--- src/core/mcs_consts.svh ---
// constants for the machining cycle sequencer
`ifndef MCS_CONSTS_SVH
`define MCS_CONSTS_SVH
`define MCS_STATE_W 3
`endif

--- src/core/mcs_pkg.sv ---
// types for the machining cycle sequencer
`include "mcs_consts.svh"
package mcs_pkg;
  typedef enum logic [`MCS_STATE_W-1:0] {
    MCS_IDLE    = 3'h0,
    MCS_DESCEND = 3'h1,
    MCS_ADVANCE = 3'h2,
    MCS_FEED    = 3'h3,
    MCS_RETRACT = 3'h4,
    MCS_RETURN  = 3'h5
  } mcs_step_e;
endpackage

--- src/core/mcs_machining_cycle_sequencer.sv ---
// one machining cycle: descend, advance, slow feed, retract, rapid return
`timescale 1ns/1ns
`default_nettype none
// Contract
// - A start request switches on the belt drive and lowers the arm.
// - The arm slot sensor ends the descent and starts the cross-slide toward the work.
// - The tool contact sensor stops the cross-slide and starts the slow carriage feed.
// - Slow feed runs until the feed end sensor, then the cross-slide retracts quickly.
// - Fast retraction runs until the retract end sensor, then the carriage returns rapidly.
// - Rapid return runs until the home position sensor, which completes the cycle.
// - With auto repeat set, reaching home starts the next cycle at once.
module mcs_machining_cycle_sequencer (
  // clock and reset
  input  wire logic ref_clk,
  input  wire logic rst_n,
  // operator controls, asynchronous pins
  input  wire logic startButton,
  input  wire logic autoRepeat,
  // position sensors, asynchronous pins, high when the vane is in the slot
  input  wire logic armSlotSensor,
  input  wire logic toolContactSensor,
  input  wire logic feedEndSensor,
  input  wire logic retractEndSensor,
  input  wire logic homePositionSensor,
  // motor contactors
  output logic      beltDrive,
  output logic      armDescend,
  output logic      slideAdvance,
  output logic      carriageSlowFeed,
  output logic      slideRetractFast,
  output logic      carriageReturnFast,
  // status
  output logic      cycleDone
);

  // two-stage synchronisers; stage one is read only by stage two
  logic [6:0] syncA;
  logic [6:0] syncB;
  logic       startPrev;
  logic       startEdge;
  mcs_pkg::mcs_step_e step;
  mcs_pkg::mcs_step_e next_step;

  always_ff @(posedge ref_clk or negedge rst_n) begin
    if (!rst_n) begin
      syncA <= 7'h00;
      syncB <= 7'h00;
    end else begin
      syncA <= {autoRepeat, startButton, armSlotSensor, toolContactSensor,
                feedEndSensor, retractEndSensor, homePositionSensor};
      syncB <= syncA;
    end
  end

  // edge on the button so a held button cannot restart after completion
  always_ff @(posedge ref_clk or negedge rst_n) begin
    if (!rst_n) begin
      startPrev <= 1'b0;
    end else begin
      startPrev <= syncB[5];
    end
  end

  assign startEdge = syncB[5] & ~startPrev;

  always_comb begin
    next_step = step;
    unique case (step)
      mcs_pkg::MCS_IDLE:    if (startEdge) next_step = mcs_pkg::MCS_DESCEND;
      mcs_pkg::MCS_DESCEND: if (syncB[4]) next_step = mcs_pkg::MCS_ADVANCE;
      mcs_pkg::MCS_ADVANCE: if (syncB[3]) next_step = mcs_pkg::MCS_FEED;
      mcs_pkg::MCS_FEED:    if (syncB[2]) next_step = mcs_pkg::MCS_RETRACT;
      mcs_pkg::MCS_RETRACT: if (syncB[1]) next_step = mcs_pkg::MCS_RETURN;
      mcs_pkg::MCS_RETURN: begin
        // home ends the cycle; auto repeat treats it as a fresh start
        if (syncB[0]) next_step = syncB[6] ? mcs_pkg::MCS_DESCEND
                                           : mcs_pkg::MCS_IDLE;
      end
      default:              next_step = mcs_pkg::MCS_IDLE;
    endcase
  end

  // only the sensor of the active step is looked at
  always_ff @(posedge ref_clk or negedge rst_n) begin
    if (!rst_n) begin
      step <= mcs_pkg::MCS_IDLE;
    end else begin
      step <= next_step;
    end
  end

  // contactors registered from the next step so they follow the step in the same cycle
  always_ff @(posedge ref_clk or negedge rst_n) begin
    if (!rst_n) begin
      beltDrive          <= 1'b0;
      armDescend         <= 1'b0;
      slideAdvance       <= 1'b0;
      carriageSlowFeed   <= 1'b0;
      slideRetractFast   <= 1'b0;
      carriageReturnFast <= 1'b0;
    end else begin
      // belt keeps driving the armature for the whole cycle
      beltDrive          <= (next_step != mcs_pkg::MCS_IDLE);
      armDescend         <= (next_step == mcs_pkg::MCS_DESCEND);
      slideAdvance       <= (next_step == mcs_pkg::MCS_ADVANCE);
      carriageSlowFeed   <= (next_step == mcs_pkg::MCS_FEED);
      slideRetractFast   <= (next_step == mcs_pkg::MCS_RETRACT);
      carriageReturnFast <= (next_step == mcs_pkg::MCS_RETURN);
    end
  end

  // one-cycle pulse when the carriage reaches home
  always_ff @(posedge ref_clk or negedge rst_n) begin
    if (!rst_n) begin
      cycleDone <= 1'b0;
    end else begin
      cycleDone <= (step == mcs_pkg::MCS_RETURN) && syncB[0];
    end
  end

endmodule
`default_nettype wire

--- config.mk ---
export PLATFORM = sky130hd
export DESIGN_NAME = mcs_machining_cycle_sequencer
export DESIGN_NICKNAME = d
export VERILOG_FILES = /design/src/core/mcs_pkg.sv /design/src/core/mcs_machining_cycle_sequencer.sv
export VERILOG_INCLUDE_DIRS = /design/src /design/src/core
export SDC_FILE = /design/constraint.sdc
export NUM_CORES = 1
export LEC_CHECK = 0
export BUFFER_PORTS_ARGS = -buffer_cell sky130_fd_sc_hd__buf_2
export CAP_MARGIN = 20
export CORE_AREA = 3 3 45 47
export CTS_BUF_LIST = sky130_fd_sc_hd__clkbuf_4
export DETAILED_ROUTE_END_ITERATION = 8
export DIE_AREA = 0 0 48 50
export GPL_TIMING_DRIVEN = 0
export PLACE_DENSITY = 0.73
export SETUP_SLACK_MARGIN = 0.3
export SYNTH_ARGS = -nofsm -noshare
export SYNTH_HDL_FRONTEND = slang
export SYNTH_SLANG_ARGS = --single-unit
export TNS_END_PERCENT = 50
--- constraint.sdc ---
create_clock -name ref_clk -period 1.35 [get_ports ref_clk]
set_input_delay 0.135 -clock ref_clk [delete_from_list [all_inputs] [get_ports ref_clk]]
set_output_delay 0.135 -clock ref_clk [all_outputs]
set_load 0.01 [all_outputs]
==> results of run 1 <==
worst reg2reg max path: cells and delay by family (launching register included):
kind	cells	cell delay, ps
simple gates	3	600
compound gates	1	220
flops	1	380
timing repair:
action	in CTS	in global routing
endpoints found under the setup margin	8	8
pin swaps	1	1
hold buffers	8	0
setup buffers	1	0
resized for setup	0	5
hold endpoints to repair	32	0
layout make-up:
cell class	count	area, µm²	area share, %
repair buffers	24	163	15.6
multi-input cells	24	183	17.6
flip-flops and latches	25	626	60.2
inverters	3	11.3	1.08
plain buffers	1	5.00	0.481
clock buffers	3	22.5	2.17
clock inverters	1	8.76	0.842
well taps	17	21.3	2.05
cells in the mapped netlist, drive strengths merged:
library cell	count	area share, %
dfrtp	25	79
nor2b	5	3.9
nor2	4	1.9
inv	3	1.4
nand2	3	1.4
nand3b	3	3.3
a211oi	1	1.6
a21o	1	0.95
a32oi	1	1.1
and3	1	0.79
buf	1	0.63
nand2b	1	0.79
nand4	1	0.79
o211ai	1	0.95
o21ai	1	0.63
or3b	1	1.1
worst max-delay path by stage:
stage	startpoint	end	slack (ps)	cells after the start
finish	startPrev$_DFF_PN0_	slideAdvance$_DFF_PN0_	40	4
global route	step[0]$_DFF_PN0_	beltDrive$_DFF_PN0_	-80	4
CTS	startPrev$_DFF_PN0_	slideRetractFast$_DFF_PN0_	10	4
detailed placement	step[0]$_DFF_PN0_	beltDrive$_DFF_PN0_	-10	4
global placement	step[0]$_DFF_PN0_	beltDrive$_DFF_PN0_	-10	4
floorplan	step[0]$_DFF_PN0_	beltDrive$_DFF_PN0_	110	4
cell families after synthesis:
kind of cell / share of synthesized area [%]
AO/OA/AOI/OAI: 5.20
AND/OR/NAND/NOR: 14.0
buffers and inverters: 2.05
flip-flops: 78.7
flip-flops by register name (all words and copies together) (netlist names):
name / flops
syncA: 7
syncB: 7
step: 3
armDescend: 1
beltDrive: 1
carriageReturnFast: 1
carriageSlowFeed: 1
cycleDone: 1
slideAdvance: 1
slideRetractFast: 1
startPrev: 1
power groups by stage:
stage | sequential, µW | combinational (µW) | clock [µW]
2_1_floorplan | 976 | 280 | 0
3_3_place_gp | 946 | 436 | 0
3_5_place_dp | 946 | 447 | 0
4_1_cts | 933 | 475 | 351
5_1_grt | 957 | 583 | 383
6_report | 940 | 517 | 333
per-layer routing:
| layer | track usage, % | part of all wire (%) |
|---|---|---|
| met5 | 0 | 0 |
| met4 | 2.69 | 0.78 |
| met3 | 8.03 | 8.7 |
| met2 | 16.1 | 52 |
| met1 | 10.9 | 39 |
per-stage QoR:
step,area [µm²],worst slack [ps]
6_report,1040,36.0
2_1_floorplan,803,110
4_1_cts,1020,12.6
3_5_place_dp,900,-9.91
5_1_grt,1040,-84.1
3_3_place_gp,900,-10.8
==> results, run 1 <==
- The flow ran to the end, and the final reports show no timing, DRC or antenna violations.
- The number of remaining DRC errors is 0.
- Across all register-to-register paths, the minimum setup slack is between 30 and 40 ps.
- In this run, the combinational gates consume 28.9% of the power.
- Row generation in the floorplan step produced 15 rows.
- The total negative slack is 0 ps.
- TritonCTS built the clock tree.
- Dividing the final minimum period by the clock period gives a little under 100%.
- For this configuration, the core starts out at a cell density of roughly 47%.
- In this run the critical register-to-register path is captured at slideAdvance$_DFF_PN0_.
- In this run the cell area of the synthesized design comes to just under 800 µm².
- Internal power comes to 1240 µW.
- The initial antenna violation count was 0.
- The kind of cell with the highest combined delay along the critical path is simple AND/OR/NAND/NOR gates.
- Once layout is complete, the utilization of the core stands at between 60% and 70%.
- Relative to the synthesized area, the layout overhead comes to 30.9%.
- Global routing consumed, over all layers together, 10.4% of the routing resources.
- Traced cell by cell, the critical path runs through or3b_1, a211oi_2, nand3b_4, nor2_1.
- The data required time at the worst endpoint is 1560 ps.
- The design draws ~1800 µW.
- In this run switching power makes up a little under a third of total power.
- The upper clock frequency limit is 0.761 GHz.
- The sequential share of power is 52.5%.
- For this block, the routed nets add up to 1.03 mm of wire.
- The net count after synthesis is 62.
- At the later pin of the worst-skew pair, clock insertion delay measures ~320 ps.
- The post-route clock skew is roughly 12 ps.
- The global-route wire length before repair is roughly 1.7 mm.
- The power density normalized to cell area is 1720 nW/µm².
- The leakage power is between 0.0005 and 0.0006 µW.
- The count of placed standard cells in the final layout, fillers left out is 98.
- The peak ir drop on the vdd network is 1070 µV.
- The number of buffers and inverters on the critical path is 0.
- The number of antenna diodes is 0.
- The maximum level of the CTS H-tree is 1.
- The number of warnings reported in the yosys synthesis log is 0.
- The element type at the critical path end is a register.
- STA classifies the critical path startpoint as a register.
- The first-pass iteration count of the detailed router is 2.
- Using the TritonRoute via totals, the vias-per-cell ratio works out to around 4.7.
- Setup violations remaining at the end of the flow were counted as 0.
- The analysis attributes to net switching a power of 549 µW.
- Leaving out fill and tap cells, the most frequent cells in the layout are dfrtp_1, buf_2, dlygate4sd3_1.
- Measured in cells, the most critical reg-to-reg path has a length of 4.
- Entering global routing, the biggest net connects 26 pins.
- The number of buffers created by CTS is 3.
- Per report_power, the clock group accounts for 18.6% of the total.
- The maximum fanout encountered on the critical timing path is 3.
- The slowest stage of the critical path is the dfrtp_1 cell.
- The worst slack on hold paths is 298 ps.
- In the final routed layout, each cell accounts on average for roughly 10 µm.
- The min-delay analysis places its worst path in the category in -> async.
- The floorplan step defined a die boundary enclosing 2400 µm².
- 16 I/O pins were placed.
- The count of unique library cells instantiated by Yosys is 17.
- The number of DRC markers in iteration 0 is 1.
- The library cell used most frequently in the layout, excluding fill and tap cells, is dfrtp_1.
- The remaining global-route overflow is 0.
- In this run the horizontal extent of the chip is 48 µm.
- Data on the critical path arrives at its endpoint at 1530 ps.
- The final count of hold timing violations is 0.
- The start of the worst register-to-register path is startPrev$_DFF_PN0_.
- The number of nets in the final layout is 91.
- The half-perimeter wire length after detailed placement is 676 µm.
- The total count of max-transition violations in the final report is 0.
- The post-synthesis register bit count is 25.
- Synthesis handed over a netlist of between 50 and 60 instances.
- In this design, the stage delay of the slowest critical-path cell is 380 ps.
- Dividing the synthesized area by the synthesized cell count gives 15.0 µm².
- The routability congestion estimate from global placement is approximately 0.74.
- The number of placed instances, taps included, is 85.
- The total of max-cap violations is 0.
- The number of sinks on the clock net is 25.
- The clock transition at the register clock pins on the worst setup and hold paths after CTS is about 130 ps.
- The setup path with the least slack is of type reg -> reg.
- In this run the remaining antenna-violating nets after routing total 0.
- Setup repair after global routing could not meet its margin everywhere.
- The via count of the first global-routing pass came to between 400 and 500.
- The clock period minus worst slack is around 1300 ps.
- The region available for standard cell placement spans roughly 1700 µm².
- The fill cell instance count of the final layout is 128.
- The die height is 50 µm.
- The routed layout has 464 vias.
- Port buffering added 15 buffers.
- For the pin with the worst max-slew slack, the measured transition is about 510 ps.
- After synthesis, flip-flops and latches occupy 78.7% of the total area.
- The CTS root buffer is clkbuf_4.
- The number of buffers between clock root and the deepest sink is 2.
- The remaining max-slew budget at the tightest pin is 65.9%.
- Of the cells placed in the final design, the portion with a size suffix greater than 1 is between 30 and 40%.
Power figures use the tool's default switching activity.
==> inputs of run 2 (changes only) <==
Settings changed: CORE_AREA 3 3 45 47 to 3 3 41 51, DIE_AREA 0 0 48 50 to 0 0 44 54, MAX_ROUTING_LAYER from default to met4.
==> run 2 against run 1 <==
  * Register-to-register slack got worse by 20 ps
  * Total power barely moved
  * Wire length rose by 8.2%
  * Combinational power barely moved
  * Fmax fell by 1.5%
  * Critical path depth did not move
  * Sequential share of layout area rose by 0.19 points
  * Design area fell by 0.12%
  * Non-clock buffer count did not move
  * Global-route usage rose by 1.6 points
  * Hold slack improved by 26 ps
  * Critical path type unchanged
  * Largest power group unchanged
==> results, run 2 (synthesis gave the netlist of run 1 again) <==
- The total power draw is 1790 µW (about the same).
- The count of pins on the block boundary came to 16 (unchanged).
- The number of nets in the final layout came to 91 (unchanged).
- The count of final setup violators was 0 (unchanged).
- The half-perimeter wire length after detailed placement is 780 µm (+15%).
- TritonCTS built the clock tree.
- The largest registers in the layout are syncA x7, syncB x7, step x3.
- The via count of the routed design came to 479 (+3.2%).
- The routability congestion estimate from global placement came to 0.751 (+0.89%).
- The overall routed net length is 1.11 mm (+8.2%).
- The number of remaining DRC errors was 0 (unchanged).
- The maximum fanout encountered on the critical timing path is 3 (unchanged).
- The number of antenna diodes is 0 (unchanged).
- The number of placed cells counting well taps is 86 (+1.2%).
- The starting density of the core was 48.4% (+1.4 points).
- The clock transition at the register clock pins on the worst setup and hold paths after CTS is 120 ps (about the same).
- The peak ir drop on the vdd network was 1010 µV (-5.5%).
- The flow ran to the end, and the final reports show no timing, DRC or antenna violations.
- The worst min-delay path class is in -> async.
- The count of standard-cell rows is 16 (+1).
- The detailed-route wire length per cell is 11.2 µm (+7.1%).
- The total negative slack was 0 ps (unchanged).
- The element type at the critical path end is a register.
- The kind of launch point of the worst setup path is a register.
- The maximum level of the CTS H-tree is 1 (unchanged).
- The die height was 54 µm (+8.0%).
- The slew at the pin with the worst max-slew slack is 520 ps (+8.12 ps).
- The final critical-path share of the clock period is 98.8% (+1.5 points).
- The upper clock frequency limit is 0.750 GHz (-1.5%).
- The share of final-layout standard cells stronger than drive strength 1 is 33.3% (unchanged).
- Leaving out fill and tap cells, the most frequent cell in the layout is dfrtp_1.
- The count of placed standard cells in the final layout, fillers left out was 99 (+1.0%).
- The number of buffers between clock root and the deepest sink is 2 (unchanged).
- The number of buffers created by CTS is 3 (unchanged).
- The data required time at the worst endpoint was 1540 ps (-20 ps).
- The first-pass iteration count of the detailed router was 4 (+2).
- The global-route wire length before repair came to 1.98 mm (+18%).
- The number of buffer cells added on primary ports came to 15 (unchanged).
- The flop-to-flop setup slack is 20 ps (-20 ps).
- The data arrival time of the critical path is 1530 ps (about the same).
- The overall routing resource usage is 12.0% (+1.6 points).
- The via count of the first global-routing pass is 491 (+14%).
- The initial antenna violation count is 0 (unchanged).
- The pin count of the biggest net entering global routing is 26 (unchanged).
- The total count of max-transition violations in the final report is 0 (unchanged).
- The number of DRC markers in iteration 0 is 1 (unchanged).
- The core area is 1640 µm² (-2.8%).
- The post-route clock skew is 3.96 ps (-8.25 ps).
- The critical path is of the reg -> reg type.
- The remaining global-route overflow came to 0 (unchanged).
- Clock tree synthesis selected as its root buffer the cell clkbuf_4.
- The total of max-cap violations came to 0 (unchanged).
- The final count of hold timing violations is 0 (unchanged).
- The die footprint came to 2380 µm² (-1.0%).
- The clock latency reported for the late side of the worst-skew pair is 300 ps (-20 ps).
- The clock period minus worst slack is 1330 ps (+19.8 ps).
- Relative to the synthesized area, the layout overhead comes to 30.7%.
- The power density normalized to cell area is 1720 nW/µm² (+0.11%).
- The number of sinks on the clock net is 25 (unchanged).
- The leakage power is 0.000526 µW (-0.22%).
- The remaining antenna violation count after routing is 0 (unchanged).
- The post-route core utilization is 63.3% (+1.7 points).
- Setup repair after global routing could not meet its margin everywhere.
- The remaining max-slew budget at the tightest pin is 65.3% (-0.54 points).
- In the layout the commonest cells are dfrtp_1, buf_2, dlygate4sd3_1.
- The die span in x is 44 µm (-8.3%).
- The post-detailed-route via-to-cell ratio is 4.84 (+2.2%).
run 2: cell count changes in the layout (fill, tap and decap cells not counted):
cell / change
dfrtp_1: -1
inv_6: -1
nor2_1: +1
clkbuf_4: +1
dfrtp_2: +1
nor2_2: -1
run 2: path summary, 6_finish.rpt:
kind | depth (start not counted) | startpoint | to
worst max-delay path | 4 | startPrev$_DFF_PN0_ | slideRetractFast$_DFF_PN0_
min in group ref_clk | 0 | syncA[6]$_DFF_PN0_ | syncB[6]$_DFF_PN0_
worst min register to register | 0 | syncA[6]$_DFF_PN0_ | syncB[6]$_DFF_PN0_
max in group asynchronous | 2 | rst_n | step[2]$_DFF_PN0_
worst max register to register | 4 | startPrev$_DFF_PN0_ | slideRetractFast$_DFF_PN0_
worst min-delay path | 2 | rst_n | beltDrive$_DFF_PN0_
run 2: layout make-up:
type	count	area, µm²
fillers	130	603
multi-input cells	24	180
plain buffers	1	5.00
repair buffers	24	163
inverters	3	11.3
clock buffers	4	30.0
well taps	18	22.5
flip-flops and latches	25	627
run 2: stage by stage:
step | instance area (µm²) | setup slack (ps) | hold WS (ps)
2_1_floorplan | 803 | 110 | -161
3_3_place_gp | 901 | -5.85 | 130
3_5_place_dp | 901 | -30.9 | 141
4_1_cts | 1040 | 2.94 | 329
5_1_grt | 1040 | -29.0 | 352
6_report | 1040 | 16.2 | 324
run 2: repair_timing:
action / CTS / global route
hold endpoints to repair: 32 / 0
gates resized for setup: 5 / 0
hold buffers: 8 / 0
buffers inserted: 1 / 0
pin swaps: 3 / 2
setup endpoints to repair: 8 / 9
run 2: layer usage:
metal / GRT usage, % / vias up / share of wire, %
met4: 6.03 / 0 / 0
met2: 22.1 / 16 / 56
met1: 11.4 / 237 / 38
li1: - / 226 / -
met3: 3.01 / 0 / 6.5
met5: - / - / 0
run 2: worst max-delay path, stage by stage, from the launching register on:
cell and delay (ps):
dfrtp_1 380, or3b_1 390, a211oi_2 240, nand3b_4 190, nor2_1 40
run 2: where the power goes:
| group | leakage, µW | internal (µW) | switching, µW |
|---|---|---|---|
| combinational | 0.000203 | 243 | 273 |
| clock | 0.0000184 | 135 | 193 |
| sequential | 0.000304 | 878 | 68.1 |
